--- src/verilog/madp_pkg.sv ---
// shared constants and types for the motor angle / position detect block
package madp_pkg;

    // ----------
    // register indices (byte address is four times the index)
    // ----------
    localparam logic [13:0] IDX_PD_CTRL_A = 14'h1fa0;
    localparam logic [13:0] IDX_PD_CTRL_B = 14'h1fa1;
    localparam logic [13:0] IDX_PD_STATUS = 14'h1fa2;
    localparam logic [13:0] IDX_SMP_DELAY = 14'h1fa3;
    localparam logic [13:0] IDX_ANG_CTRL = 14'h1fc0;
    localparam logic [13:0] IDX_ANG_PERIOD = 14'h1fc2;
    localparam logic [13:0] IDX_ANG_VALUE = 14'h1fc4;
    localparam logic [13:0] IDX_AMPLITUDE = 14'h1fc5;
    localparam logic [13:0] IDX_SINE_PORT = 14'h1fc6;
    localparam logic [13:0] IDX_MOD_PERIOD = 14'h1fc7;
    localparam logic [13:0] IDX_CMP_U = 14'h1fc8;
    localparam logic [13:0] IDX_CMP_V = 14'h1fc9;
    localparam logic [13:0] IDX_CMP_W = 14'h1fca;
    localparam logic [13:0] IDX_REF_PAT = 14'h1fcb;

    // ----------
    // field positions
    // ----------
    localparam int ANG_DIR_BIT = 7;
    localparam int ANG_ORDER_BIT = 6;
    localparam int ANG_CLK_LSB = 4;
    localparam int ANG_MOD3_BIT = 3;
    localparam int ANG_XFER_BIT = 2;
    localparam int ANG_WAVEFORM_ENABLE_A_BIT = 1;
    localparam int ANG_EN_BIT = 0;
    localparam int PDA_STOP_BIT = 7;
    localparam int PDA_START_BIT = 6;
    localparam int PDA_T3_BIT = 5;
    localparam int PDA_T2_BIT = 4;
    localparam int PDA_ONEPIN_BIT = 3;
    localparam int PDA_RESTART_BIT = 2;
    localparam int PDA_UNMATCH_BIT = 1;
    localparam int PDA_EN_BIT = 0;
    localparam int PDB_CLK_LSB = 6;
    localparam int PDB_MODE_LSB = 4;
    localparam int PERIOD_CORR_LSB = 12;

    // ----------
    // reset values and counts
    // ----------
    localparam logic [7:0] ANG_CTRL_RST = 8'h00;
    localparam logic [15:0] ANG_PERIOD_RST = 16'h0010;
    localparam logic [11:0] PERIOD_MIN = 12'h010;
    localparam logic [8:0] ANGLE_STEPS = 9'h180;
    localparam logic [8:0] ANGLE_LAST = 9'h17f;
    localparam logic [8:0] ANGLE_HALF = 9'h0c0;
    localparam logic [8:0] PHASE_120 = 9'h080;
    localparam logic [8:0] PHASE_240 = 9'h100;
    localparam int DELAY_UNIT_CYC = 8;
    localparam int ANG_DIV_BASE = 3;
    localparam int SMP_DIV_BASE = 2;

    // ----------
    // modes and states
    // ----------
    typedef enum logic [1:0] {
        SMP_PWM_ON = 2'b00,
        SMP_ALWAYS = 2'b01,
        SMP_LOWER_ON = 2'b10,
        SMP_RSVD = 2'b11
    } madp_smp_mode_t;

    typedef enum logic [1:0] {
        PD_IDLE = 2'b00,
        PD_DELAY = 2'b01,
        PD_SAMPLE = 2'b10
    } madp_pd_state_t;

    typedef struct packed {
        logic [15:0] u;
        logic [15:0] v;
        logic [15:0] w;
    } madp_duty_t;

    typedef struct packed {
        logic u;
        logic v;
        logic w;
    } madp_pos_t;

endpackage : madp_pkg

--- src/verilog/madp_prescale.sv ---
// power-of-two prescaler giving a one-cycle tick
`timescale 1ns/1ps
`default_nettype none
module madp_prescale import madp_pkg::*; #(
    parameter int BASE = 3
) (
    // clock and reset
    input wire logic ref_clk,
    input wire logic rst,
    // control
    input wire logic clr,
    input wire logic [1:0] sel,
    // tick out
    output logic tick
);
    initial begin
        if (BASE < 1 || BASE + 3 > 7) $error("madp_prescale: BASE out of range");
    end

    typedef struct packed {
        logic [6:0] cnt;
        logic tick;
    } madp_pre_state_t;

    madp_pre_state_t s_q, s_d;
    logic [6:0] mask;

    always_comb begin
        mask = 7'((8'h01 << (BASE + int'(sel))) - 8'h01);
        s_d = s_q;
        s_d.cnt = clr ? 7'h00 : s_q.cnt + 7'h01;
        s_d.tick = !clr && ((s_q.cnt & mask) == mask);
    end

    always_ff @(posedge ref_clk) begin
        if (rst) begin
            s_q <= '0;
        end else begin
            s_q <= s_d;
        end
    end

    assign tick = s_q.tick;
endmodule : madp_prescale
`default_nettype wire

--- src/verilog/madp_waveform.sv ---
// sine table and three-phase waveform arithmetic
`timescale 1ns/1ps
`default_nettype none
module madp_waveform import madp_pkg::*; (
    // clock
    input wire logic ref_clk,
    // sine table write port
    input wire logic tbl_we,
    input wire logic [8:0] tbl_addr,
    input wire logic [7:0] tbl_data,
    // arithmetic inputs
    input wire logic [8:0] angle,
    input wire logic phase_order_select,
    input wire logic modulation_phase_select,
    input wire logic [7:0] amp,
    input wire logic [15:0] mod_period,
    // results
    output madp_duty_t duty
);
    logic [7:0] table_q [384];

    function automatic logic [8:0] ang_add(input logic [8:0] a,
                                            input logic [8:0] off);
        logic [9:0] sum;
        sum = {1'b0, a} + {1'b0, off};
        if (sum >= {1'b0, ANGLE_STEPS}) begin
            sum = sum - {1'b0, ANGLE_STEPS};
        end
        return sum[8:0];
    endfunction : ang_add

    // in 3-phase mode, plus sign in the first half turn, minus in the second
    function automatic logic [15:0] wave(input logic [8:0] a);
        logic [15:0] prod;
        prod = 16'(table_q[a]) * 16'(amp);
        if (!modulation_phase_select) begin
            return prod;
        end
        if (a < ANGLE_HALF) begin
            return (mod_period >> 1) + (prod >> 1);
        end
        return (mod_period >> 1) - (prod >> 1);
    endfunction : wave

    always_ff @(posedge ref_clk) begin
        if (tbl_we && tbl_addr <= ANGLE_LAST) begin
            table_q[tbl_addr] <= tbl_data;
        end
    end

    always_comb begin
        duty.u = wave(angle);
        duty.v = wave(ang_add(angle,
                              phase_order_select ? PHASE_240 : PHASE_120));
        duty.w = wave(ang_add(angle,
                              phase_order_select ? PHASE_120 : PHASE_240));
    end
endmodule : madp_waveform
`default_nettype wire

--- src/verilog/madp_core.sv ---
// angle timer, waveform transfer and position detection with apb registers
//
// How it works
// angle counter counts up when direction bit is 0, down when 1
// phase order 0 puts V,W at +120/+240 from U; 1 at -120/-240
// angle clock code 00..11 selects fc/8, fc/16, fc/32, fc/64
// software changes angle clock only with the timer disabled
// modulation bit picks 2-phase (0) or 3-phase (1) waveform
// transfer bit 1 copies results to pwm compare outputs, 0 holds them
// waveform_enable_a enable runs arithmetic; results readable in U, V, W compares
// timer enable starts counting; clearing stops it and zeroes count
// period is (m + n/16) x 384 clocks, m at least 010h, n 0..15
// in each 16 angle steps, n steps last m+1 clocks, rest m
// software avoids read-modify-write on write-only ports
// software sets port output latches to 1 before using pins
// where field 00 means current pwm pulse, 11 preceding pulse
// status bit 3 reads 1 while sampling, 0 when idle
// unmatch mode keeps sampled W, V, U in status bits 2..0
// sampling clock code 00..11 selects fc/4, fc/8, fc/16, fc/32
// sampling mode: pwm on (00), always (01), lower phases on (10)
// 1 to 15 consecutive matching samples declare a detection
// writing 1 to start bit 6 starts, stop bit stops; 0 ignored
// enabled timer 3 event stops sampling, timer 2 event starts it
// pin-count bit 0 compares three inputs, 1 only the U input
// restart bit 0 carries match count over on-times, 1 restarts it
// detection mode bit 0 ordinary, 1 unmatch detection
// enable bit 0 set starts sampling; clearing disables detection
// sampling start is delayed by n x 8 system clocks, n = bits 6..0
// every angle control bit is readable and writable
//
// Decided for this implementation: the APB register port.
`timescale 1ns/1ps
`default_nettype none
module madp_core import madp_pkg::*; (
    // clock and reset
    input wire logic ref_clk,
    input wire logic rst,
    // apb slave
    input wire logic psel,
    input wire logic penable,
    input wire logic pwrite,
    input wire logic [15:0] paddr,
    input wire logic [31:0] pwdata,
    output logic [31:0] prdata,
    output logic pready,
    output logic pslverr,
    // position sensors and pwm state
    input wire madp_pos_t pos_in,
    input wire logic pwm_on,
    input wire logic lower_on,
    input wire logic timer2_event,
    input wire logic timer3_event,
    // results
    output madp_duty_t pwm_duty,
    output logic [8:0] electrical_angle_value,
    output logic pos_detect,
    output logic sampling_active
);
    // ----------
    // state
    // ----------
    typedef struct packed {
        logic [31:0] prdata;
        logic pready;
        logic pslverr;
        logic [5:0] pda;
        logic [7:0] pdb;
        logic [6:0] sdl;
        logic [7:0] atc;
        logic [15:0] aps;
        logic [8:0] angle;
        logic [7:0] amp;
        logic [15:0] mod_prd;
        logic [2:0] ref_pat;
        logic [11:0] sub;
        logic [3:0] grp;
        madp_pd_state_t pd;
        logic [9:0] dly;
        logic [3:0] mcnt;
        logic carried;
        logic [1:0] where;
        logic [2:0] unm;
        logic pwm_on_q;
        logic detect;
        madp_duty_t waveform_enable_a;
        madp_duty_t duty;
    } madp_core_state_t;

    madp_core_state_t s_q, s_d;

    logic ang_tick;
    logic smp_tick;
    madp_duty_t wave_res;
    logic [13:0] idx;
    logic acc_ok;
    logic wr_en;
    logic rd_en;
    logic tbl_we;

    assign idx = paddr[15:2];
    assign acc_ok = paddr[1:0] == 2'b00;
    assign wr_en = psel && penable && pready && pwrite;
    assign rd_en = psel && !penable;
    assign tbl_we = wr_en && idx == IDX_SINE_PORT;

    function automatic logic idx_mapped(input logic [13:0] i);
        unique case (i)
            IDX_PD_CTRL_A, IDX_PD_CTRL_B, IDX_PD_STATUS, IDX_SMP_DELAY,
            IDX_ANG_CTRL, IDX_ANG_PERIOD, IDX_ANG_VALUE, IDX_AMPLITUDE,
            IDX_SINE_PORT, IDX_MOD_PERIOD, IDX_CMP_U, IDX_CMP_V, IDX_CMP_W,
            IDX_REF_PAT: return 1'b1;
            default: return 1'b0;
        endcase
    endfunction : idx_mapped

    // ----------
    // dividers and arithmetic
    // ----------
    madp_prescale #(.BASE(ANG_DIV_BASE)) u_ang_div (
        .ref_clk(ref_clk),
        .rst(rst),
        .clr(!s_q.atc[ANG_EN_BIT]),
        .sel(s_q.atc[ANG_CLK_LSB +: 2]),
        .tick(ang_tick)
    );

    madp_prescale #(.BASE(SMP_DIV_BASE)) u_smp_div (
        .ref_clk(ref_clk),
        .rst(rst),
        .clr(s_q.pd != PD_SAMPLE),
        .sel(s_q.pdb[PDB_CLK_LSB +: 2]),
        .tick(smp_tick)
    );

    madp_waveform u_wave (
        .ref_clk(ref_clk),
        .tbl_we(tbl_we),
        .tbl_addr(s_q.angle),
        .tbl_data(pwdata[7:0]),
        .angle(s_q.angle),
        .phase_order_select(s_q.atc[ANG_ORDER_BIT]),
        .modulation_phase_select(s_q.atc[ANG_MOD3_BIT]),
        .amp(s_q.amp),
        .mod_period(s_q.mod_prd),
        .duty(wave_res)
    );

    // ----------
    // next state
    // ----------
    always_comb begin
        logic [11:0] base_m;
        logic [11:0] lim;
        logic [2:0] mask;
        logic [2:0] smp;
        logic gate;
        logic start;
        logic stop;
        logic pwm_rise;
        logic [3:0] need;
        base_m = 12'h000;
        lim = 12'h000;
        mask = 3'b000;
        smp = 3'b000;
        gate = 1'b0;
        start = 1'b0;
        stop = 1'b0;
        pwm_rise = 1'b0;
        need = 4'h0;
        s_d = s_q;
        s_d.detect = 1'b0;
        s_d.pwm_on_q = pwm_on;

        // apb: data is prepared in setup, answered in the first access
        s_d.pready = rd_en;
        s_d.pslverr = rd_en && !(acc_ok && idx_mapped(idx));
        s_d.prdata = 32'h0000_0000;
        if (rd_en && acc_ok) begin
            unique case (idx)
                IDX_PD_CTRL_A: s_d.prdata = {26'h0, s_q.pda};
                IDX_PD_CTRL_B: s_d.prdata = {24'h0, s_q.pdb};
                IDX_PD_STATUS: s_d.prdata = {26'h0, s_q.where,
                    s_q.pd != PD_IDLE, s_q.unm};
                IDX_SMP_DELAY: s_d.prdata = {25'h0, s_q.sdl};
                IDX_ANG_CTRL: s_d.prdata = {24'h0, s_q.atc};
                IDX_ANG_PERIOD: s_d.prdata = {16'h0, s_q.aps};
                IDX_ANG_VALUE: s_d.prdata = {23'h0, s_q.angle};
                IDX_AMPLITUDE: s_d.prdata = {24'h0, s_q.amp};
                IDX_MOD_PERIOD: s_d.prdata = {16'h0, s_q.mod_prd};
                IDX_CMP_U: s_d.prdata = {16'h0, s_q.waveform_enable_a.u};
                IDX_CMP_V: s_d.prdata = {16'h0, s_q.waveform_enable_a.v};
                IDX_CMP_W: s_d.prdata = {16'h0, s_q.waveform_enable_a.w};
                IDX_REF_PAT: s_d.prdata = {29'h0, s_q.ref_pat};
                default: s_d.prdata = 32'h0000_0000;
            endcase
        end

        // ----------
        // angle timer
        // ----------
        base_m = s_q.aps[11:0] < PERIOD_MIN ? PERIOD_MIN : s_q.aps[11:0];
        // n of every 16 steps take one extra clock
        lim = (s_q.grp < s_q.aps[PERIOD_CORR_LSB +: 4]) ?
            base_m + 12'h001 : base_m;
        // a stopped timer keeps its angle so the sine table can be loaded
        if (!s_q.atc[ANG_EN_BIT]) begin
            s_d.sub = 12'h000;
            s_d.grp = 4'h0;
        end else if (ang_tick) begin
            if (s_q.sub >= lim - 12'h001) begin
                s_d.sub = 12'h000;
                s_d.grp = s_q.grp + 4'h1;
                if (!s_q.atc[ANG_DIR_BIT]) begin
                    s_d.angle = s_q.angle == ANGLE_LAST ?
                        9'h000 : s_q.angle + 9'h001;
                end else begin
                    s_d.angle = s_q.angle == 9'h000 ?
                        ANGLE_LAST : s_q.angle - 9'h001;
                end
            end else begin
                s_d.sub = s_q.sub + 12'h001;
            end
        end

        // ----------
        // waveform results
        // ----------
        if (s_q.atc[ANG_WAVEFORM_ENABLE_A_BIT]) begin
            s_d.waveform_enable_a = wave_res;
            if (s_q.atc[ANG_XFER_BIT]) begin
                s_d.duty = wave_res;
            end
        end

        // ----------
        // register writes
        // ----------
        if (wr_en && acc_ok) begin
            unique case (idx)
                IDX_PD_CTRL_A: begin
                    s_d.pda = pwdata[5:0];
                    start = pwdata[PDA_START_BIT] ||
                        (pwdata[PDA_EN_BIT] && !s_q.pda[PDA_EN_BIT]);
                    stop = pwdata[PDA_STOP_BIT];
                end
                IDX_PD_CTRL_B: s_d.pdb = pwdata[7:0];
                IDX_SMP_DELAY: s_d.sdl = pwdata[6:0];
                IDX_ANG_CTRL: begin
                    s_d.atc = pwdata[7:0];
                    if (!pwdata[ANG_EN_BIT]) begin
                        s_d.angle = 9'h000;
                    end
                end
                IDX_ANG_PERIOD: s_d.aps = pwdata[15:0];
                IDX_ANG_VALUE: begin
                    // out-of-range angles are dropped
                    if (pwdata[8:0] <= ANGLE_LAST) begin
                        s_d.angle = pwdata[8:0];
                        s_d.sub = 12'h000;
                    end
                end
                IDX_AMPLITUDE: s_d.amp = pwdata[7:0];
                IDX_MOD_PERIOD: s_d.mod_prd = pwdata[15:0];
                IDX_REF_PAT: s_d.ref_pat = pwdata[2:0];
                default: ;
            endcase
        end

        // ----------
        // position detection
        // ----------
        start = start || (timer2_event && s_q.pda[PDA_T2_BIT]);
        stop = stop || (timer3_event && s_q.pda[PDA_T3_BIT]);
        pwm_rise = pwm_on && !s_q.pwm_on_q;
        mask = s_q.pda[PDA_ONEPIN_BIT] ? 3'b001 : 3'b111;
        smp = {pos_in.w, pos_in.v, pos_in.u};
        need = s_q.pdb[3:0] == 4'h0 ? 4'h1 : s_q.pdb[3:0];
        unique case (madp_smp_mode_t'(s_q.pdb[PDB_MODE_LSB +: 2]))
            SMP_PWM_ON: gate = pwm_on;
            SMP_ALWAYS: gate = 1'b1;
            SMP_LOWER_ON: gate = lower_on;
            SMP_RSVD: gate = 1'b0;
        endcase

        if (pwm_rise && s_q.mcnt != 4'h0) begin
            if (s_q.pda[PDA_RESTART_BIT]) begin
                s_d.mcnt = 4'h0;
            end else begin
                s_d.carried = 1'b1;
            end
        end

        unique case (s_q.pd)
            PD_IDLE: begin
                if (start && s_d.pda[PDA_EN_BIT] && !stop) begin
                    s_d.pd = PD_DELAY;
                    s_d.dly = {s_q.sdl, 3'b000};
                    s_d.mcnt = 4'h0;
                    s_d.carried = 1'b0;
                end
            end
            PD_DELAY: begin
                if (s_d.dly == 10'h000 || s_q.dly == 10'h001) begin
                    s_d.pd = PD_SAMPLE;
                    s_d.dly = 10'h000;
                end else begin
                    s_d.dly = s_q.dly - 10'h001;
                end
            end
            PD_SAMPLE: begin
                if (smp_tick && gate) begin
                    if (s_q.pda[PDA_UNMATCH_BIT]) begin
                        s_d.unm = smp;
                    end
                    // a sample unlike the reference counts as a match
                    if (((smp ^ s_q.ref_pat) & mask) != 3'b000) begin
                        s_d.mcnt = s_d.mcnt + 4'h1;
                        if (s_d.mcnt >= need) begin
                            s_d.detect = 1'b1;
                            s_d.pd = PD_IDLE;
                            s_d.where = s_d.carried ? 2'b11 : 2'b00;
                            s_d.ref_pat = smp;
                        end
                    end else begin
                        s_d.mcnt = 4'h0;
                        s_d.carried = 1'b0;
                    end
                end
            end
            default: s_d.pd = PD_IDLE;
        endcase

        if (stop || !s_d.pda[PDA_EN_BIT]) begin
            s_d.pd = PD_IDLE;
            s_d.dly = 10'h000;
        end
    end

    // ----------
    // registers
    // ----------
    always_ff @(posedge ref_clk) begin
        if (rst) begin
            s_q <= '0;
            s_q.atc <= ANG_CTRL_RST;
            s_q.aps <= ANG_PERIOD_RST;
            s_q.pd <= PD_IDLE;
        end else begin
            s_q <= s_d;
        end
    end

    assign prdata = s_q.prdata;
    assign pready = s_q.pready;
    assign pslverr = s_q.pslverr;
    assign pwm_duty = s_q.duty;
    assign electrical_angle_value = s_q.angle;
    assign pos_detect = s_q.detect;
    assign sampling_active = s_q.pd != PD_IDLE;
endmodule : madp_core
`default_nettype wire

--- config.mk ---
export PLATFORM = sky130hd
export DESIGN_NAME = madp_core
export DESIGN_NICKNAME = d
export VERILOG_FILES = /design/src/verilog/madp_pkg.sv /design/src/verilog/madp_prescale.sv /design/src/verilog/madp_waveform.sv /design/src/verilog/madp_core.sv
export SDC_FILE = /design/constraint.sdc
export NUM_CORES = 2
export LEC_CHECK = 0
export BUFFER_PORTS_ARGS = -buffer_cell sky130_fd_sc_hd__buf_2
export CAP_MARGIN = 15
export CORE_UTILIZATION = 55
export DETAILED_ROUTE_END_ITERATION = 10
export PLACE_DENSITY = 0.71
export SLEW_MARGIN = 25
export SYNTH_ARGS = -nofsm -noshare
export SYNTH_HDL_FRONTEND = slang
export SYNTH_SLANG_ARGS = --single-unit
--- constraint.sdc ---
create_clock -name ref_clk -period 9.9 [get_ports ref_clk]
set_input_delay 1.98 -clock ref_clk [delete_from_list [all_inputs] [get_ports ref_clk]]
set_output_delay 1.98 -clock ref_clk [all_outputs]
set_load 0.005 [all_outputs]
# --- Word-level counts from Yosys, hierarchy flattened ---
# Memories as Yosys holds them, arrays and structs flattened. A register that Yosys moved wholly into a read port is not among the register bits.
# Index checks and enable logic that the tools add are counted.
classes:
  add_sub_neg: 24
  multipliers: 3
  order_cmp: 11
  eq_ne: 29
  shift: 2
  mux: 84
  bitwise: 9
  n_reduce_logical: 61
ops:
  columns: ["operator", "n"]
  rows:
  - ["2-to-1 mux 16 bit", 16]
  - ["one-hot mux 16 bit (13 select lines)", 1]
  - ["equality test 14 x 13 -> 1 bit, second input constant", 14]
  - ["2-to-1 mux 9 bit", 13]
  - ["2-to-1 mux 88 bit", 1]
  - ["left shift 1 x 32 -> 7 bit, first input constant", 2]
  - ["2-to-1 mux 12 bit", 5]
  - ["adder 15 x 15 -> 16 bit", 3]
  - ["multiplier 8 x 8 -> 16 bit", 3]
  - ["subtractor 15 x 15 -> 16 bit", 3]
  - ["less-than comparator 9 x 8 -> 1 bit, second input constant", 3]
  - ["adder 12 x 1 -> 12 bit, second input constant", 2]
  - ["2-to-1 mux 8 bit", 3]
  - ["2-to-1 mux 3 bit", 7]
  - ["adder 9 x 9 -> 10 bit", 2]
  - [">= comparator 10 x 9 -> 1 bit, second input constant", 2]
  - ["logical AND 1 bit", 20]
  - ["2-to-1 mux 10 bit", 2]
  - ["one-hot mux 10 bit (2 select lines)", 1]
  - ["AND reduction 2 bit", 10]
  - ["<= comparator 9 bit, second input constant", 2]
  - ["one-hot mux 9 bit (2 select lines)", 1]
  - ["subtractor 9 bit, second input constant", 2]
  - ["2-to-1 mux 1 bit", 17]
  - ["other kinds (45)", 88]
totals:
  regBits: 267
  mem_bits_rw: 3072
  inputBits: 60
  output_inout_bits: 93
  elab_cells: 257
  n_memories: 1
memory_table:
  columns: ["memory", "words", "width", "rd", "rd_clocked_by_memory_dff", "wr", "line", "text"]
  rows:
  - ["u_wave.table_q", 384, 8, 3, 1, 1, "madp_waveform.sv:20", "logic [7:0] table_q [384];"]

# --- Longest topological paths before layout ---
logic_depth:
  ltp_word: 16
  depth_mapped: 41
  mapped_depth_nobuf: 41

# --- Modules after synthesis ---
# A second synthesis with hierarchy kept.
unflattened:
  cells_unflattened: 7995
  area_unflattened_um2: 142122.6
by_module_without_submodules:
  columns: ["mod", "instances", "cells_each", "area_each_um2", "seq_area_each_um2"]
  rows:
  - ["madp_waveform", 1, 6494, 129414.1, 92248.5]
  - ["madp_core", 1, 1446, 12181.7, 4684.5]
  - ["madp_prescale (u_ang_div)", 1, 30, 286.5, 140.1]
  - ["madp_prescale (u_smp_div)", 1, 25, 240.2, 120.1]

# --- Worst setup path before layout ---
# Ideal clock, no wire load.
synth_path:
  path_type: "reg-to-reg"
  startpoint: "register s_q (netlist bit electrical_angle_value[1])"
  endpoint: "register s_q[78] (netlist bit)"
  setup_ns: 0.086
  arrival_ns: 8.851
  required_time_ns: 9.814
  setup_slack_ns: 0.964
  path_stages_with_launch: 33
  path_buffers: 4
  synth_period_minus_slack_ns: 8.936
  cell_sequence: "dfxtp_1 > buf_2 > buf_2 > buf_1 > clkbuf_1 > mux4_2 > mux4_2 > mux4_2 > mux2i_2 > o221ai_2 > and2_1 > fa_1 > inv_1 > fa_1 > inv_1 > fa_1 > inv_1 > fa_1 > inv_1 > ha_1 > o21a_1 > a2111oi_0 > nor2_1 > xnor2_1 > xor2_1 > ha_1 > a21o_1 > a2111oi_0 > o31ai_1 > o41ai_1 > xnor2_1 > mux2i_1 > a211oi_1"
synth_between:
  elab_chain_cells: 9
  word_cells_on_any_way: 15
  cone_classes: "add/sub (4); mul (1); order compare (2); mux (7); memory (1)"
synth_rtl:
  columns: ["element", "line", "text"]
  rows:
  - ["start: declaration", "madp_core.sv:89", "madp_core_state_t s_q, s_d;"]
  - ["adder 9 x 9 -> 10 bit *", "madp_waveform.sv:25", "sum = {1'b0, a} + {1'b0, off};"]
  - ["subtractor 9 bit / >= comparator 10 x 9 -> 1 bit (equally long branches)", "madp_waveform.sv:27, madp_waveform.sv:26", null]
  - ["2-to-1 mux 9 bit *", "madp_waveform.sv:26", "if (sum >= {1'b0, ANGLE_STEPS}) begin"]
  - ["memory (384 x 8 bit)", null, null]
  - ["multiplier 8 x 8 -> 16 bit", "madp_waveform.sv:35", "prod = 16'(table_q[a]) * 16'(amp);"]
  - ["adder 15 x 15 -> 16 bit / 2-to-1 mux 16 bit (equally long branches)", "madp_waveform.sv:40, madp_waveform.sv:36", null]
  - ["2-to-1 mux 16 bit", "madp_waveform.sv:39", "if (a < ANGLE_HALF) begin"]
  - ["2-to-1 mux 16 bit", "madp_waveform.sv:42", "return (mod_period >> 1) - (prod >> 1);"]
  - ["2-to-1 mux 16 bit *", "madp_waveform.sv:39", null]
# Every way passes the cells marked *; elsewhere a longest branch is shown, timed or not. The select of a mux whose other input is x is not followed.
# A chain may end at the register's enable or synchronous reset.

# --- Worst setup path in the final report ---
layout_path:
  startpoint: "register s_q (netlist bit electrical_angle_value[0])"
  endpoint: "register s_q (netlist bit pwm_duty[47])"
layout_between:
  elab_chain_cells: 5
  word_cells_on_any_way: 6
  cone_classes: "order compare (1); mux (5)"
layout_rtl:
  columns: ["element", "line"]
  rows:
  - ["less-than comparator 9 x 8 -> 1 bit *", "madp_waveform.sv:39"]
  - ["2-to-1 mux 1 bit (2 in series)", "madp_waveform.sv:39"]
  - ["2-to-1 mux 16 bit *", "madp_waveform.sv:42"]
  - ["2-to-1 mux 16 bit *", "madp_waveform.sv:39"]
# Marked as above.

==> impl_metrics.xml <==
<?xml version="1.0" encoding="UTF-8"?>
<metrics>
  <group name="global_routing">
    <metric name="pin_count_of_the_biggest_net_entering_global_routing" unit="">221</metric>
    <metric name="antenna_violations_before_repair" unit="">10</metric>
    <metric name="grt_first_pass_wirelength" unit="mm">523.3</metric>
    <metric name="vias_in_the_first_global_route" unit="">75590</metric>
    <metric name="gr_usage_total" unit="%">28.08</metric>
    <metric name="overflow" unit="">0</metric>
  </group>
  <group name="floorplanning">
    <metric name="floorplan.rows" unit="">185</metric>
    <metric name="design.portCount" unit="">153</metric>
    <metric name="core_area" unit="sq mm">0.2544</metric>
    <metric name="dieArea" unit="sq mm">0.2583</metric>
    <metric name="die_height" unit="microns">508.2</metric>
    <metric name="fp.dieW" unit="microns">508.2</metric>
    <metric name="floorplan.initialDensity" unit="%">55.41</metric>
  </group>
  <group name="clocking">
    <metric name="tritoncts.num_buffers" unit="">346</metric>
    <metric name="clock_sink_count" unit="">3319</metric>
    <metric name="worst_setup_hold_path_clk_slew" unit="ns">0.06</metric>
    <metric name="clock_latency" unit="ns">0.99</metric>
    <metric name="htree_num_levels" unit="">5</metric>
    <metric name="tritoncts" unit="">built</metric>
    <metric name="hold_buffers" unit="">0</metric>
    <metric name="clock_path_buffers" unit="">4</metric>
    <metric name="clk_root_buffer_cell" unit="">sky130_fd_sc_hd__clkbuf_16</metric>
  </group>
  <group name="sta">
    <metric name="worst-slew-pin-transition" unit="ns">1.106</metric>
    <metric name="report.final.setup_viol" unit="">0</metric>
    <metric name="fin_crit" unit="ns">9.582</metric>
    <metric name="tns" unit="ns">0</metric>
    <metric name="max_slew_margin" unit="%">26.25</metric>
    <metric name="rsz_0062_raised_after_global_routing" unit="">false</metric>
    <metric name="timing_max_transition_violations_final" unit="">0</metric>
    <metric name="finalCritPeriodShare" unit="%">96.79</metric>
    <metric name="finalHoldViolCount" unit="">0</metric>
    <metric name="fin_skew" unit="ns">0.08456</metric>
    <metric name="fmax" unit="GHz">0.1044</metric>
  </group>
  <group name="min_path">
    <metric name="min-delay-path-class" unit="">flip-flop to flip-flop</metric>
    <metric name="min_delay_worst_endpoint" unit="">s_q[139]</metric>
    <metric name="hold_path.startpoint" unit="">s_q[139]</metric>
    <metric name="timing.hold.worst_path_depth" unit="">2</metric>
  </group>
  <group name="critical_path">
    <metric name="cp-start-kind" unit="">flip-flop</metric>
    <metric name="critical_path.endpoint_type" unit="">flip-flop</metric>
    <metric name="critical_path_peak_fanout" unit="">19</metric>
    <metric name="regToRegEndpoint" unit="">pwm_duty[47]</metric>
    <metric name="rr_startpoint" unit="">electrical_angle_value[0]</metric>
    <metric name="critical_path.most_common_cell" unit="">sky130_fd_sc_hd__fa_1</metric>
    <metric name="r2r_slack" unit="ns">0.32</metric>
    <metric name="ff2ff_path_depth" unit="">36</metric>
    <metric name="crit_required" unit="ns">10.72</metric>
    <metric name="crit_path_category" unit="">flip-flop to flip-flop</metric>
    <metric name="crit_path_max_incr_delay" unit="ns">0.56</metric>
    <metric name="cp_slowest_cell" unit="">sky130_fd_sc_hd__mux4_2</metric>
    <metric name="worst-endpoint-arrival" unit="ns">10.40</metric>
  </group>
  <group name="synth">
    <metric name="synth_cell_type_count" unit="">86</metric>
    <metric name="largest_cells_by_area_after_synthesis" unit="">sky130_fd_sc_hd__edfxtp_1 (65%), sky130_fd_sc_hd__mux4_2 (15%), sky130_fd_sc_hd__dfxtp_1 (3.5%), sky130_fd_sc_hd__nor2_1 (1.9%), sky130_fd_sc_hd__ha_1 (1.7%)</metric>
    <metric name="synth_compound_area_share" unit="%">3.312</metric>
    <metric name="synth_edf_count" unit="">3072</metric>
    <metric name="synth_largest_type_area_fraction" unit="%">65.45</metric>
    <metric name="synth_adder_area_share" unit="%">3.327</metric>
    <metric name="synth_sequential_area_ratio" unit="%">68.96</metric>
    <metric name="synth_top_family_by_area" unit="">multiplexers</metric>
    <metric name="synth.avg_cell_area" unit="sq um">18.09</metric>
    <metric name="synthFlopType" unit="">sky130_fd_sc_hd__edfxtp_1</metric>
    <metric name="muxShareOfSynthArea" unit="%">16.51</metric>
    <metric name="netlist.top_cell.by_area" unit="">sky130_fd_sc_hd__edfxtp_1</metric>
    <metric name="synthesis_stage_register_bit_count" unit="">3319</metric>
    <metric name="netlist_area" unit="sq mm">0.1409</metric>
    <metric name="postSynth.asyncResetShare" unit="%">0</metric>
    <metric name="post_synth_and_or_nand_nor_area_fraction" unit="%">4.499</metric>
    <metric name="yosys_warnings" unit="">0</metric>
    <metric name="synth_top_cells_by_count" unit="">sky130_fd_sc_hd__edfxtp_1 (3,072), sky130_fd_sc_hd__mux4_2 (965), sky130_fd_sc_hd__nor2_1 (698)</metric>
    <metric name="synth-xor-area-share" unit="%">0.9507</metric>
    <metric name="yosysMostFrequentCell" unit="">sky130_fd_sc_hd__edfxtp_1</metric>
    <metric name="post_synth_inst_count" unit="">7793</metric>
  </group>
  <group name="placement">
    <metric name="gp_congestion" unit="">0.8982</metric>
    <metric name="portBuffers" unit="">120</metric>
    <metric name="dpl.hpwl" unit="mm">224.0</metric>
  </group>
  <group name="route">
    <metric name="drt_drc_violations_left" unit="">0</metric>
    <metric name="detail_route.wl_per_cell" unit="microns">30.62</metric>
    <metric name="routed_wire_length" unit="mm">361.2</metric>
    <metric name="vias" unit="">76240</metric>
    <metric name="postRouteAntennaNets" unit="">0</metric>
    <metric name="drt_pre_antenna_iters" unit="">10</metric>
    <metric name="drt_iter0_drc" unit="">9639</metric>
    <metric name="drt-vias-per-instance" unit="">6.464</metric>
  </group>
  <group name="power_and_ir_drop">
    <metric name="power.leakage" unit="nW">50.65</metric>
    <metric name="pwr_density_cell" unit="mW/mm^2">177.3</metric>
    <metric name="ir_worst_vdd" unit="V">0.0001641</metric>
  </group>
  <group name="flow_run">
    <metric name="drv_cap" unit="">0</metric>
  </group>
  <group name="finish">
    <metric name="fin_nets" unit="">8543</metric>
    <metric name="post_route_cells_drive_above_1_share" unit="%">24.60</metric>
    <metric name="syn_to_final_growth" unit="%">12.37</metric>
    <metric name="fin_util" unit="%">62.26</metric>
  </group>
  <group name="outcome">
    <metric name="status" unit="">finished, final reports clean</metric>
  </group>
</metrics>
## logic make-up after synthesis
family,Yosys count
simple gates,1439
buf+inv,753
other cells,2
xor+xnor,153
fa+ha+maj,307
mux,1116
flops,3319
compound gates,704
## cell type report
cell class              count  area (sq um)
repair buffers            538          4751
clock buffers             413          9046
well taps                3366          4212
fillers                 17130         96000
flip-flops and latches   3319         97230
inverters                 234         878.3
diodes                     10         25.02
clock inverters           178          1648
multi-input cells        3737         40600
## metrics by stage
| stage | cells | worst slack (ns) | area [sq um] | hold slack, ns | total power, W |
|---|---|---|---|---|---|
| finish | 11800 | 0.3178 | 158400 | 0.4591 | 0.02808 |
| global route | 11790 | 0.00001865 | 158400 | 0.4742 | 0.02871 |
| CTS | 11770 | 0.08410 | 158000 | 0.4569 | 0.02817 |
| detailed placement | 11180 | 0.02607 | 147200 | 0.4483 | 0.01588 |
| global placement | 11180 | 0.1155 | 147200 | 0.4437 | 0.01586 |
| floorplan | 7809 | 0.9637 | 141000 | 0.4267 | 0.01563 |
## repair_timing
item	in CTS	in global routing
resized for setup	0	32
endpoints found under the setup margin	1	26
pin swaps	0	1
cloned	0	4
buffers inserted	5	8
## worst max-delay path, delay by kind of cell (launching register included)
| family | cells | cell delay (ns) |
|---|---|---|
| and+or+nand+nor | 10 | 2.01 |
| DFF | 1 | 0.37 |
| buffers and inverters | 8 | 1.22 |
| AOI/OAI and AO/OA | 7 | 1.33 |
| adders and majority gates | 6 | 2.57 |
| xor gates and xnor gates | 1 | 0.09 |
| muxes | 4 | 1.79 |
## worst max-delay path by stage
| stage | start | to | cells past startpoint |
|---|---|---|---|
| final | electrical_angle_value[0] | pwm_duty[47] | 36 |
| after global routing | electrical_angle_value[0] | s_q[78] | 36 |
| after CTS | electrical_angle_value[1] | s_q[63] | 35 |
| after detailed placement | electrical_angle_value[0] | s_q[78] | 34 |
| after global placement | electrical_angle_value[0] | s_q[78] | 33 |
| after floorplan | electrical_angle_value[1] | s_q[78] | 32 |
## power by group
part / switching [W] / internal [W]
Combinational: 0.000257 / 0.0000283
Sequential: 0.000000139 / 0.0153
Clock: 0.00529 / 0.00720
## cell usage in the layout, fill, tap and decap left out, drive strengths merged, types with 9 or more instances in the layout
cell type and instances:
clkinvlp 19, nor2b 19, diode 10, a221oi 12, o21ai 92, o21a 24
nand2 328, nor3b 9, a21oi 195, clkinv 121, xor2 70, nor4 11
conb 18, a32oi 9, a21o 35, xnor2 83, bufinv 27, a22oi 74
o31ai 16, or3 18, fa 113, nand2b 26, nand3 87, nor3 47
mux2i 140, edfxtp 3072, mux4 965, nand4 28, dfxtp 247, ha 194
a211oi 83, inv 245, mux2 11, buf 534, nor2 698, and2 112
clkbuf 417, and3 24, a31oi 52, o21bai 16
## registers in the layout (all words and copies together), names as in the netlist
register / count
pwm_duty: 48
u_wave.table_q: 3072
pslverr: 1
electrical_angle_value: 9
prdata: 16
u_smp_div.s_q: 5
u_ang_div.tick: 1
pready: 1
u_ang_div.s_q: 6
pos_detect: 1
u_smp_div.tick: 1
s_q: 158
## per-layer routing
layer	track usage (%)	wire length, microns	vias to the layer above	share of wire, %
met2	43.70	171300	4314	47
met1	39.60	140200	39570	39
met4	10.37	13980	8	3.9
li1	-	-	31670	-
met3	5.765	35630	679	9.9
met5	0	53	-	0.015
Note: power is estimated with default switching activity, not from simulation.
